## src/shared/motion_map.vh

```
`ifndef MOTION_MAP_VH
`define MOTION_MAP_VH
// register word addresses (one word each)
`define REG_CTRL 4'h0
`define REG_CMD 4'h1
`define REG_TARGET 4'h2
`define REG_ACTUAL 4'h3
`define REG_STATUS 4'h4
`define REG_SAFE 4'h5
`define REG_PARAM 4'h6
// command codes written to REG_CMD
`define CMD_SET_TARGET 4'h1
`define CMD_GOTO_SAFE 4'h2
`define CMD_READ_ONE 4'h3
`define CMD_READ_TWO 4'h4
`define CMD_REFERENCE 4'h5
`define CMD_FORCED_STOP 4'h6
// status bit positions
`define ST_SWITCH 0
`define ST_SHUTDOWN 1
`define ST_ACTIVE 2
`define ST_BUSY 3
`define ST_DEADLOCK 4
`define ST_DEFECT 5
`define ST_PUMP 6
`define ST_STEP_LOSS_FLAG 7
// safe position disabled code and bit width
`define SAFE_DISABLED 11'h400
`define SAFE_W 11
// step period in clocks for top and floor velocity
`define STEP_FAST 16'h0100
`define STEP_SLOW 16'h0400
`endif

```

## src/hw/stepper_position_shutdown_refdrive.v

```verilog
// Summary of operation
// host keeps acceleration fixed during motion
// acceleration steps equal (vtop^2-vfloor^2)/(2*acc)
// positions are two's complement signed
// position range limited by stepping mode
// set target accepted, actual reported on status
// safe position 11 bits, coarse resolution
// goto safe moves toward safe position
// switch flag zero while switch open
// switch change triggers no automatic action
// fault conditions enter shutdown
// shutdown tristates bridge, target takes actual
// serial interface works during shutdown
// leave shutdown: faults gone plus status read
// leaving shutdown holds current, restarts clock, pump
// inactive after power-on until status read
// first reference motion uses ramp and acceleration
// second reference motion flat at floor velocity; code reaches STEP_FAST once ramp steps left by a short first motion run out
// after second motion actual cleared to zero
// travel to safe only when not -1024
// reference drive ignores all but forced stop
// host picks distinct reference targets
// deadlock left by forced stop then status read
// step loss blocks set target and goto safe
// floor index zero means floor equals top
// positions held in 16-bit signed registers
`timescale 1ns/1ps
`default_nettype none
`include "motion_map.vh"
module stepper_position_shutdown_refdrive (
   // system
   input wire clk_i,
   input wire rst_i,
   // wishbone slave
   input wire cyc_i,
   input wire stb_i,
   input wire we_i,
   input wire [3:0] adr_i,
   input wire [3:0] sel_i,
   input wire [31:0] dat_i,
   output reg [31:0] dat_o,
   output wire ack_o,
   // fault and switch inputs (asynchronous)
   input wire switch_input_pin_i,
   input wire over_temp_i,
   input wire undervoltage_cutoff_i,
   input wire electrical_defect_i,
   input wire pump_failure_i,
   input wire step_loss_i,
   // motor side
   output reg step_o,
   output reg dir_o,
   output reg bridge_oe_n_o,
   output reg hold_current_o,
   output reg motor_clk_en_o,
   output reg pump_en_o
);
   localparam ST_OFF = 3'h0;
   localparam ST_STOP = 3'h1;
   localparam ST_GOTO = 3'h2;
   localparam ST_REF1 = 3'h3;
   localparam ST_REF2 = 3'h4;
   localparam ST_REFS = 3'h5;
   localparam ST_SHUT = 3'h6;
   localparam ST_DEAD = 3'h7;

   // ==========================================================
   // input synchronisers
   reg [5:0] sync1_q;
   reg [5:0] sync2_q;
   always @(posedge clk_i) begin
      if (rst_i) begin
         sync1_q <= 6'h00;
         sync2_q <= 6'h00;
      end else begin
         sync1_q <= {step_loss_i, pump_failure_i, electrical_defect_i,
            undervoltage_cutoff_i, over_temp_i, switch_input_pin_i};
         sync2_q <= sync1_q;
      end
   end
   wire sw_s = sync2_q[0];
   wire temp_s = sync2_q[1];
   wire uv_s = sync2_q[2];
   wire defect_s = sync2_q[3];
   wire pump_s = sync2_q[4];
   wire loss_s = sync2_q[5];
   wire fault = temp_s | uv_s | defect_s | pump_s;

   // ==========================================================
   // bus slave: single-cycle ack, dropped after one cycle
   reg ack_q;
   assign ack_o = ack_q;
   wire req = cyc_i & stb_i & ~ack_q;
   wire wr = req & we_i;
   wire wr_lo = wr & sel_i[0];
   wire wr_hi = wr & sel_i[1];

   reg [2:0] state_q;
   reg [15:0] target_q;
   reg [15:0] actual_q;
   reg [15:0] ref1_q;
   reg [15:0] ref2_q;
   reg [10:0] safe_q;
   reg [1:0] mode_q;
   reg [3:0] acc_q;
   reg [3:0] vtop_q;
   reg [3:0] vfloor_q;
   reg [15:0] div_q;
   reg [15:0] period_q;
   reg [15:0] ramp_q;
   reg dead_q;
   reg stopped_q;

   // sign-extended safe position scaled to the stepping mode
   function [15:0] safe_scale;
      input [10:0] s;
      input [1:0] m;
      reg [15:0] e;
      begin
         e = {{5{s[10]}}, s};
         safe_scale = e << ({1'b0, m} + 3'h2);
      end
   endfunction

   // clamp a position to the stepping mode range
   function [15:0] clamp;
      input [15:0] p;
      input [1:0] m;
      reg [15:0] lim;
      begin
         lim = 16'h0FFF;
         lim = (lim << m) | ((16'h0001 << m) - 16'h0001);
         if (m == 2'h3)
            clamp = p;
         else if ($signed(p) > $signed(lim))
            clamp = lim;
         else if ($signed(p) < $signed(~lim))
            clamp = ~lim;
         else
            clamp = p;
      end
   endfunction

   // acceleration steps from top and floor speeds
   function [15:0] ramp_steps;
      input [3:0] vt;
      input [3:0] vf;
      input [3:0] a;
      reg [15:0] t;
      reg [15:0] f;
      begin
         t = {8'h00, 4'h0, vt} + 16'h0001;
         f = (vf == 4'h0) ? t : {12'h000, vf};
         ramp_steps = (t * t - f * f) / ({11'h000, a, 1'b0} + 16'h0002);
      end
   endfunction

   wire cmd_wr = wr_lo && adr_i == `REG_CMD;
   wire [3:0] cmd = dat_i[3:0];
   wire read_one = cmd_wr && cmd == `CMD_READ_ONE;
   wire hard = cmd_wr && cmd == `CMD_FORCED_STOP;
   wire in_ref = state_q == ST_REF1 || state_q == ST_REF2 ||
      state_q == ST_REFS;
   wire moving = state_q == ST_GOTO || in_ref;
   wire safe_en = safe_q != `SAFE_DISABLED;
   wire at_target = actual_q == target_q;

   wire [7:0] status = {loss_s, pump_s, defect_s, dead_q,
      moving, state_q != ST_OFF && state_q != ST_SHUT,
      state_q == ST_SHUT, sw_s};

   // ==========================================================
   // read data and acknowledge
   always @(posedge clk_i) begin
      if (rst_i) begin
         ack_q <= 1'b0;
         dat_o <= 32'h0000_0000;
      end else begin
         ack_q <= req;
         case (adr_i)
            `REG_CTRL: dat_o <= {18'h00000, vfloor_q, vtop_q, acc_q, mode_q};
            `REG_TARGET: dat_o <= {16'h0000, target_q};
            `REG_ACTUAL: dat_o <= {16'h0000, actual_q};
            `REG_STATUS: dat_o <= {24'h000000, status};
            `REG_SAFE: dat_o <= {21'h000000, safe_q};
            `REG_PARAM: dat_o <= {ref2_q, ref1_q};
            default: dat_o <= 32'h0000_0000;
         endcase
      end
   end

   // ==========================================================
   // configuration registers
   always @(posedge clk_i) begin
      if (rst_i) begin
         mode_q <= 2'h0;
         acc_q <= 4'h0;
         vtop_q <= 4'h0;
         vfloor_q <= 4'h0;
         safe_q <= `SAFE_DISABLED;
         ref1_q <= 16'h0000;
         ref2_q <= 16'h0000;
      end else begin
         if (wr_lo && adr_i == `REG_CTRL && !moving) begin
            mode_q <= dat_i[1:0];
            acc_q <= dat_i[5:2];
         end
         if (wr_hi && adr_i == `REG_CTRL && !in_ref) begin
            vtop_q <= dat_i[9:6];
            vfloor_q <= dat_i[13:10];
         end
         if (wr_lo && adr_i == `REG_SAFE && !in_ref)
            safe_q <= dat_i[10:0];
         if (wr_lo && adr_i == `REG_PARAM && !in_ref) begin
            ref1_q <= dat_i[15:0];
            ref2_q <= dat_i[31:16];
         end
      end
   end

   // ==========================================================
   // motion state machine
   always @(posedge clk_i) begin
      if (rst_i) begin
         state_q <= ST_OFF;
         target_q <= 16'h0000;
         actual_q <= 16'h0000;
         div_q <= 16'h0000;
         period_q <= `STEP_FAST;
         ramp_q <= 16'h0000;
         dead_q <= 1'b0;
         stopped_q <= 1'b0;
         step_o <= 1'b0;
         dir_o <= 1'b0;
         bridge_oe_n_o <= 1'b1;
         hold_current_o <= 1'b0;
         motor_clk_en_o <= 1'b0;
         pump_en_o <= 1'b0;
      end else begin
         step_o <= 1'b0;
         if (fault && state_q != ST_SHUT && state_q != ST_OFF) begin
            state_q <= ST_SHUT;
            target_q <= actual_q;
            bridge_oe_n_o <= 1'b1;
            motor_clk_en_o <= 1'b0;
            pump_en_o <= 1'b0;
            hold_current_o <= 1'b0;
            dead_q <= 1'b0;
         end else begin
            case (state_q)
               ST_OFF, ST_SHUT: begin
                  if (read_one && !fault) begin
                     state_q <= ST_STOP;
                     bridge_oe_n_o <= 1'b0;
                     hold_current_o <= 1'b1;
                     motor_clk_en_o <= 1'b1;
                     pump_en_o <= 1'b1;
                  end
               end
               ST_DEAD: begin
                  if (hard)
                     stopped_q <= 1'b1;
                  else if (read_one && stopped_q) begin
                     stopped_q <= 1'b0;
                     dead_q <= 1'b0;
                     target_q <= actual_q;
                     state_q <= ST_STOP;
                  end
               end
               default: begin
                  if (hard) begin
                     target_q <= actual_q;
                     state_q <= ST_STOP;
                  end else if (in_ref) begin
                     // other commands ignored here
                     // first target reached, second equals it: stuck
                     if (state_q == ST_REF1 && at_target &&
                        ref2_q == ref1_q) begin
                        state_q <= ST_DEAD;
                        dead_q <= 1'b1;
                     end
                  end else if (cmd_wr && cmd == `CMD_SET_TARGET && !loss_s) begin
                     target_q <= clamp(ref1_q, mode_q);
                     period_q <= `STEP_FAST;
                     state_q <= ST_GOTO;
                  end else if (cmd_wr && cmd == `CMD_GOTO_SAFE && !loss_s &&
                     safe_en) begin
                     target_q <= safe_scale(safe_q, mode_q);
                     period_q <= `STEP_FAST;
                     state_q <= ST_GOTO;
                  end else if (cmd_wr && cmd == `CMD_REFERENCE &&
                     state_q == ST_STOP) begin
                     if (clamp(ref1_q, mode_q) == actual_q) begin
                        state_q <= ST_DEAD;
                        dead_q <= 1'b1;
                     end else begin
                        target_q <= clamp(ref1_q, mode_q);
                        ramp_q <= ramp_steps(vtop_q, vfloor_q, acc_q);
                        // no acceleration steps: start at full speed
                        if (ramp_steps(vtop_q, vfloor_q, acc_q) == 16'h0000)
                           period_q <= `STEP_FAST;
                        else
                           period_q <= `STEP_SLOW;
                        state_q <= ST_REF1;
                     end
                  end
                  if (!hard && moving && state_q != ST_DEAD) begin
                     if (div_q >= period_q) begin
                        div_q <= 16'h0000;
                        if (!at_target) begin
                           step_o <= 1'b1;
                           dir_o <= $signed(target_q) > $signed(actual_q);
                           actual_q <= ($signed(target_q) > $signed(actual_q))
                              ? actual_q + 16'h0001 : actual_q - 16'h0001;
                           if (ramp_q != 16'h0000) begin
                              ramp_q <= ramp_q - 16'h0001;
                              if (ramp_q == 16'h0001)
                                 period_q <= `STEP_FAST;
                           end
                        end else if (state_q == ST_REF1 &&
                           ref2_q != ref1_q) begin
                           target_q <= clamp(ref2_q, mode_q);
                           period_q <= `STEP_SLOW;
                           state_q <= ST_REF2;
                        end else if (state_q == ST_REF2) begin
                           actual_q <= 16'h0000;
                           if (safe_en) begin
                              target_q <= safe_scale(safe_q, mode_q);
                              period_q <= `STEP_FAST;
                              state_q <= ST_REFS;
                           end else begin
                              target_q <= 16'h0000;
                              state_q <= ST_STOP;
                           end
                        end else if (state_q != ST_REF1) begin
                           state_q <= ST_STOP;
                        end
                     end else begin
                        div_q <= div_q + 16'h0001;
                     end
                  end
               end
            endcase
         end
      end
   end
endmodule // stepper_position_shutdown_refdrive
`default_nettype wire

```

## config.mk

```make
export PLATFORM = sky130hd
export DESIGN_NAME = stepper_position_shutdown_refdrive
export DESIGN_NICKNAME = d
export VERILOG_FILES = /design/src/hw/stepper_position_shutdown_refdrive.v
export VERILOG_INCLUDE_DIRS = /design/src /design/src/shared
export SDC_FILE = /design/constraint.sdc
export NUM_CORES = 1
export LEC_CHECK = 0
export ABC_AREA = 1
export BUFFER_PORTS_ARGS = -buffer_cell sky130_fd_sc_hd__buf_2
export CORE_ASPECT_RATIO = 1.1
export CORE_MARGIN = 2
export CORE_UTILIZATION = 40
export DETAILED_ROUTE_END_ITERATION = 7
export PLACE_DENSITY = 0.58
export SLEW_MARGIN = 25
export SYNTH_ARGS = -nofsm -noshare
export SYNTH_HDL_FRONTEND = slang
export SYNTH_SLANG_ARGS = --single-unit
```

## constraint.sdc

```tcl
create_clock -name clk_i -period 50.1 [get_ports clk_i]
set_input_delay 15.03 -clock clk_i [delete_from_list [all_inputs] [get_ports clk_i]]
set_output_delay 15.03 -clock clk_i [all_outputs]
set_load 0.02 [all_outputs]
```

After elaboration in Yosys (flattened, before gate mapping)
Index checks and enable logic that the tools add are counted.
{"block": "word_totals", "reg_bits": 191, "inputBits": 51, "output_inout_bits": 39, "wordCells": 255}
{"block": "classes", "add_sub_neg": 9, "mul": 2, "div": 1, "magnitude_cmp": 6, "eq_ne": 40, "n_shift": 3, "n_mux": 93, "n_bitwise": 18, "n_reduce_logical": 59}
{"cell": "16-bit 2-to-1 mux", "n": 58}
{"cell": "32-bit case mux with 6 select lines", "n": 1}
{"cell": "3-bit 2-to-1 mux", "n": 18}
{"cell": "16-bit equality test", "n": 3}
{"cell": "16-bit > comparator", "n": 3}
{"cell": "16-bit by 1-bit subtractor with 16-bit output, second input constant", "n": 3}
{"cell": "16-bit by 1-bit adder with 16-bit output, second input constant", "n": 2}
{"cell": "16-bit < comparator", "n": 2}
{"cell": "16-bit case mux with 2 select lines", "n": 1}
{"cell": "1-bit logical AND", "n": 28}
{"cell": "4-bit by 3-bit equality test with 1-bit output, second input constant", "n": 5}
{"cell": "5-bit by 5-bit multiplier with 10-bit output", "n": 2}
{"cell": "16-bit by 16-bit divider with 16-bit output", "n": 1}
{"cell": "16-bit by 1-bit equality test with 1-bit output, second input constant", "n": 1}
{"cell": "4-bit by 2-bit equality test with 1-bit output, second input constant", "n": 4}
{"cell": "16-bit >= comparator", "n": 1}
{"cell": "16-bit zero test", "n": 1}
{"cell": "16-bit != test", "n": 1}
{"cell": "16-bit inverter", "n": 1}
{"cell": "16-bit bitwise OR", "n": 1}
{"cell": "16-bit nonzero test", "n": 1}
{"cell": "1-bit by 2-bit << shifter with 16-bit output, first input constant", "n": 1}
{"cell": "12-bit by 2-bit << shifter with 16-bit output, first input constant", "n": 1}
{"cell": "16-bit by 3-bit << shifter with 16-bit output", "n": 1}
{"cell": "37 further kinds", "n": 90}

Logic depth before layout (Yosys ltp)
{"block": "logic_depth", "word_depth": 31, "ltp_mapped": 191, "mapped_depth_nobuf": 188}

Worst setup path before layout
Ideal clock, no wire load.
{"block": "synth_timing", "kind": "register -> register", "from": "register vtop_q[0]", "to": "register period_q[10]", "setup_time_ps": 119, "t_arrival_ps": 25607, "t_required_ps": 49981, "setup_slack_ps": 24373, "stages_incl_launch_ff": 182, "path_buffers": 3, "period_less_slack_ps": 25727, "path_cell_list": "dfxtp_1 > inv_1 > ha_1 > o21ai_0 > inv_1 > nor2_1 > fa_1 > inv_1 > fa_1 > fa_1 > fa_1 > inv_1 > fa_1 > inv_1 > ha_1 > nand2_1 > inv_1 > nand2_1 > [146 not listed] > o21ai_0 > ha_1 > a21oi_1 > nor2_1 > o21ai_0 > nand2_1 > a21oi_1 > nand3_1 > nor2_1 > nand2_1 > nor2_1 > nand4_1 > nand2_1 > nand2_1 > nand2_1 > nand2_1 > nand2_1 > a21oi_1"}
{"block": "synth_between", "elab_chain_len": 19, "elab_cells_between_ends": 22, "cone_classes": "add/sub: 2; mul: 2; div: 1; mux: 16; reduce/logical: 1"}
{"element": "start: declaration", "line_no": "stepper_position_shutdown_refdrive.v:106", "source": "reg [3:0] vtop_q;"}
{"element": "start signal: assignment", "line_no": "stepper_position_shutdown_refdrive.v:209", "source": "vtop_q <= dat_i[9:6];"}
{"element": "4-bit by 1-bit adder with 5-bit output *", "line_no": "stepper_position_shutdown_refdrive.v:152", "source": "t = {8'h00, 4'h0, vt} + 16'h0001;"}
{"element": "5-bit 2-to-1 mux", "line_no": "stepper_position_shutdown_refdrive.v:153", "source": "f = (vf == 4'h0) ? t : {12'h000, vf};"}
{"element": "5-bit by 5-bit multiplier with 10-bit output", "line_no": "stepper_position_shutdown_refdrive.v:154", "source": "ramp_steps = (t * t - f * f) / ({11'h000, a, 1'b0} + 16'h0002);"}
{"element": "10-bit by 10-bit subtractor with 11-bit output *", "line_no": "stepper_position_shutdown_refdrive.v:154"}
{"element": "16-bit by 16-bit divider with 16-bit output *", "line_no": "stepper_position_shutdown_refdrive.v:154"}
{"element": "16-bit zero test *", "line_no": "stepper_position_shutdown_refdrive.v:300", "source": "if (ramp_steps(vtop_q, vfloor_q, acc_q) == 16'h0000)"}
{"element": "11-bit 2-to-1 mux *", "line_no": "stepper_position_shutdown_refdrive.v:300"}
{"element": "16-bit 2-to-1 mux *", "line_no": "stepper_position_shutdown_refdrive.v:293", "source": "if (clamp(ref1_q, mode_q) == actual_q) begin"}
{"element": "[3 not listed]"}
{"element": "16-bit 2-to-1 mux *", "line_no": "stepper_position_shutdown_refdrive.v:274", "source": "end else if (in_ref) begin"}
{"element": "16-bit 2-to-1 mux *", "line_no": "stepper_position_shutdown_refdrive.v:271", "source": "if (hard) begin"}
{"element": "16-bit 2-to-1 mux", "line_no": "stepper_position_shutdown_refdrive.v:327", "source": "if (safe_en) begin"}
{"element": "16-bit 2-to-1 mux", "line_no": "stepper_position_shutdown_refdrive.v:325", "source": "end else if (state_q == ST_REF2) begin"}
{"element": "16-bit 2-to-1 mux", "line_no": "stepper_position_shutdown_refdrive.v:320", "source": "end else if (state_q == ST_REF1 &&"}
{"element": "16-bit 2-to-1 mux", "line_no": "stepper_position_shutdown_refdrive.v:310", "source": "if (!at_target) begin"}
{"element": "16-bit 2-to-1 mux", "line_no": "stepper_position_shutdown_refdrive.v:308", "source": "if (div_q >= period_q) begin"}
{"element": "16-bit 2-to-1 mux *", "line_no": "stepper_position_shutdown_refdrive.v:307", "source": "if (!hard && moving && state_q != ST_DEAD) begin"}
{"element": "end signal: assignment", "line_no": "stepper_position_shutdown_refdrive.v:318", "source": "period_q <= `STEP_FAST;"}
{"element": "end signal: assignment", "line_no": "stepper_position_shutdown_refdrive.v:323", "source": "period_q <= `STEP_SLOW;"}
{"element": "end signal: assignment", "line_no": "stepper_position_shutdown_refdrive.v:329", "source": "period_q <= `STEP_FAST;"}
{"element": "end: declaration", "line_no": "stepper_position_shutdown_refdrive.v:109", "source": "reg [15:0] period_q;"}
Every way passes the cells marked *; elsewhere a longest branch is shown, timed or not.
A chain may end at the register's enable or synchronous reset.

Final worst setup path
{"block": "layout_timing", "from": "register vfloor_q[2]", "to": "register period_q[10]"}
{"block": "layout_between", "elab_chain_len": 19, "elab_cells_between_ends": 21, "cone_classes": "add/sub: 1; mul: 1; div: 1; mux: 16; reduce/logical: 2"}
{"element": "start: declaration", "line_no": "stepper_position_shutdown_refdrive.v:107", "source": "reg [3:0] vfloor_q;"}
{"element": "start signal: assignment", "line_no": "stepper_position_shutdown_refdrive.v:210", "source": "vfloor_q <= dat_i[13:10];"}
{"element": "4-bit zero test", "line_no": "stepper_position_shutdown_refdrive.v:153"}
{"element": "5-bit 2-to-1 mux *", "line_no": "stepper_position_shutdown_refdrive.v:153"}
{"element": "5-bit by 5-bit multiplier with 10-bit output *", "line_no": "stepper_position_shutdown_refdrive.v:154"}
{"element": "10-bit by 10-bit subtractor with 11-bit output *", "line_no": "stepper_position_shutdown_refdrive.v:154"}
{"element": "16-bit by 16-bit divider with 16-bit output *", "line_no": "stepper_position_shutdown_refdrive.v:154"}
{"element": "16-bit zero test *", "line_no": "stepper_position_shutdown_refdrive.v:300"}
{"element": "11-bit 2-to-1 mux *", "line_no": "stepper_position_shutdown_refdrive.v:300"}
{"element": "16-bit 2-to-1 mux *", "line_no": "stepper_position_shutdown_refdrive.v:293"}
{"element": "[3 not listed]"}
{"element": "16-bit 2-to-1 mux *", "line_no": "stepper_position_shutdown_refdrive.v:274"}
{"element": "16-bit 2-to-1 mux *", "line_no": "stepper_position_shutdown_refdrive.v:271"}
{"element": "16-bit 2-to-1 mux", "line_no": "stepper_position_shutdown_refdrive.v:327"}
{"element": "16-bit 2-to-1 mux", "line_no": "stepper_position_shutdown_refdrive.v:325"}
{"element": "16-bit 2-to-1 mux", "line_no": "stepper_position_shutdown_refdrive.v:320"}
{"element": "16-bit 2-to-1 mux", "line_no": "stepper_position_shutdown_refdrive.v:310"}
{"element": "16-bit 2-to-1 mux", "line_no": "stepper_position_shutdown_refdrive.v:308"}
{"element": "16-bit 2-to-1 mux *", "line_no": "stepper_position_shutdown_refdrive.v:307"}
Marked as above.

==> flow_summary_export.csv <==
group,metric,value,unit
grt,grt_use_total,0.255,
synth,syn_area_per_cell,6.63,sq um
detailed_routing,drt_wl_total,58800,um
synth,synth_edf_count,0,
critical_path,crit_type,"reg2reg",
sta,setup_violations,0,
synth,async_reset_ff_frac,0,
synth,synth_area_leader_cell,"dfxtp_1",
critical_path,cpMostUsedCell,"nand2_1",
sta,finClkSkew,24.1,ps
detailed_routing,num_vias,18600,
cells_and_area,areaGrowthSynthToFinish,9.28,%
critical_path,cpPeakStageDelay,540,ps
synth,ys_types,68,
detailed_routing,drtIter0Drc,1449,
cells_and_area,final_nets,3019,
grt,grt_max_degree,77,
synth,synth_top_flop_cell,"dfxtp_1",
grt,antenna_found_initial,0,
grt,grt_pass1_wl,93800,um
cells_and_area,antenna_cells,0,
sta,final.min_clock_period,30270,ps
detailed_routing,post-route-drc-count,0,
critical_path,required,50450,ps
detailed_routing,drt-pass1-iter-count,5,
cts,cts_tree,"done",
cts,clkTransAtPathRegs,80,ps
floorplanning,coreArea,44400,sq um
synth,syn_area,18000,sq um
synth,yosys-top-cells-area,"dfxtp_1, ha_1, nand2_1",
cts,cts.sinks,191,
place,port-buffer-count,87,
synth,synth_top_area_share,0.213,
cells_and_area,final_common_cell,"nand2_1",
detailed_routing,routedWlPerCell,17.5,um
sta,rsz0062_at_grt,"false",
cts,clock-root-buffer,"clkbuf_16",
sta,setup_tns,0,ps
flow_run,maxCapViolations,0,
cts,worstSkewPairLatency,480,ps
cts,cts_buffers,17,
sta,fin_crit_sh,0.604,
synth,synth_cells,2711,
floorplanning,die_h,226,um
cts,cts_hold_buffers,0,
detailed_routing,ant_nets,0,
cts,cts_resized,0,
cts,post_cts_buffers,0,
critical_path,setup.worst_path.start_class,"flop",
cts,h-tree-depth,4,
cells_and_area,fillers,4675,
floorplanning,start_util,0.405,
grt,grt_remaining_overflow,0,
sta,fmax,33.0,MHz
critical_path,crit_fanout,12,
place,place_hpwl,45600,um
place,pre_cts_slack,19830,ps
worst_hold_path,hp-class,"reg2reg",
sta,hold_ws,409,ps
run_status,outcome,"finished, final reports clean",
sta,worst_pin_slew,1070,ps
floorplanning,die_w,206,um
sta,drv_slew,0,
sta,max_slew_margin,0.270,
floorplanning,ios,90,
cells_and_area,drive_above_1_share,0.0962,
place,finalWeightedCongestion,1.01,
floorplanning,rows,81,
cts,clockBufferDepth,2,
floorplanning,die_area,46700,sq um
sta,hold_violations,0,
synth,ys_warn_count,0,
detailed_routing,vias_per_cell,5.52,
critical_path,crit_path_top_delay_cell,"fa_1",
critical_path,end_kind,"flop",
synth,yosysSeqAreaShare,0.213,
critical_path,worstPathArrival,30620,ps
sta,setup_ws,19830,ps
cells_and_area,mostFrequentLayoutCells,"nand2_1, inv_1, nor2_1, o21ai_0, a21oi_1",
grt,first_global_vias,17700,
synth,synth-seq-cells,191,
## routing by layer
layer  global-route usage  vias to the layer above  part of all wire
li1                     -                     9211                 -
met1                0.307                     8605              0.42
met2                0.443                      610              0.48
met3               0.0362                      146             0.054
met4                0.127                        0             0.050
met5                    0                        -                 0
## synthesized netlist by cell type, types with 16 or more instances
cell,n
nand2_1,458
inv_1,403
nor2_1,243
o21ai_0,227
a21oi_1,218
dfxtp_1,191
ha_1,173
nand3_1,121
nor3_1,70
clkbuf_1,65
o211ai_1,62
xor2_1,55
nand4_1,41
xnor2_1,34
o22ai_1,28
nor4_1,24
fa_1,23
nand2_2,23
or2_2,19
inv_2,18
nand3_2,17
o21bai_1,16
## flip-flops by register name (all words and copies together) (netlist names), 2 cells and up
register	count
dat_o	32
period_q	16
ref1_q	16
safe_q	11
ramp_q	16
ref2_q	16
sync2_q	6
target_q	16
state_q	3
div_q	16
mode_q	2
vtop_q	4
sync1_q	6
actual_q	16
vfloor_q	4
acc_q	4
## cells by family (layout without fill, tap and decap cells)
family                     Yosys count  in the layout  synth area share
AOI/OAI and AO/OA                  654            654             0.212
xor gates and xnor gates            89             89            0.0434
adders and majority gates          196            196             0.146
buffers and inverters              508            568             0.109
DFF                                191            191             0.213
other                                2             16          0.000418
and+or+nand+nor                   1071           1071             0.277
## final cells by class
class | instances | area (sq um) | area share
clock buffer | 17 | 425 | 0.0217
clock inverter | 15 | 191 | 0.00974
inverter | 430 | 1620 | 0.0824
multi-input combinational | 2026 | 12300 | 0.625
sequential | 191 | 3820 | 0.195
tap | 581 | 727 | 0.0370
timing repair buffer | 106 | 581 | 0.0296
## metrics by stage
stage	std cells	util	instance area (sq um)
after floorplan	2725	-	18000
after global placement	3334	0.428	19000
after detailed placement	3334	0.429	19000
after CTS	3366	0.443	19600
after global routing	3366	0.443	19600
final	3366	0.443	19600
## final timing paths
kind,slack [ps],to,depth (start not counted),startpoint
hold reg to reg,410,sync2_q[0],2,sync1_q[0]
hold / removal,410,sync2_q[0],2,sync1_q[0]
setup / recovery,19830,period_q[10],177,vfloor_q[2]
setup reg to reg,19830,period_q[10],177,vfloor_q[2]
## critical path, delay by kind of cell (launching register included)
| family | cells | cell delay (ps) |
|---|---|---|
| DFF | 1 | 380 |
| AOI/OAI and AO/OA | 50 | 8760 |
| buffers and inverters | 32 | 3060 |
| and+or+nand+nor | 74 | 10370 |
| adders and majority gates | 21 | 7500 |
Power is left out: the tool's default activity adds up to more than one toggle a clock period on the data nets, which glitch-free logic cannot reach.
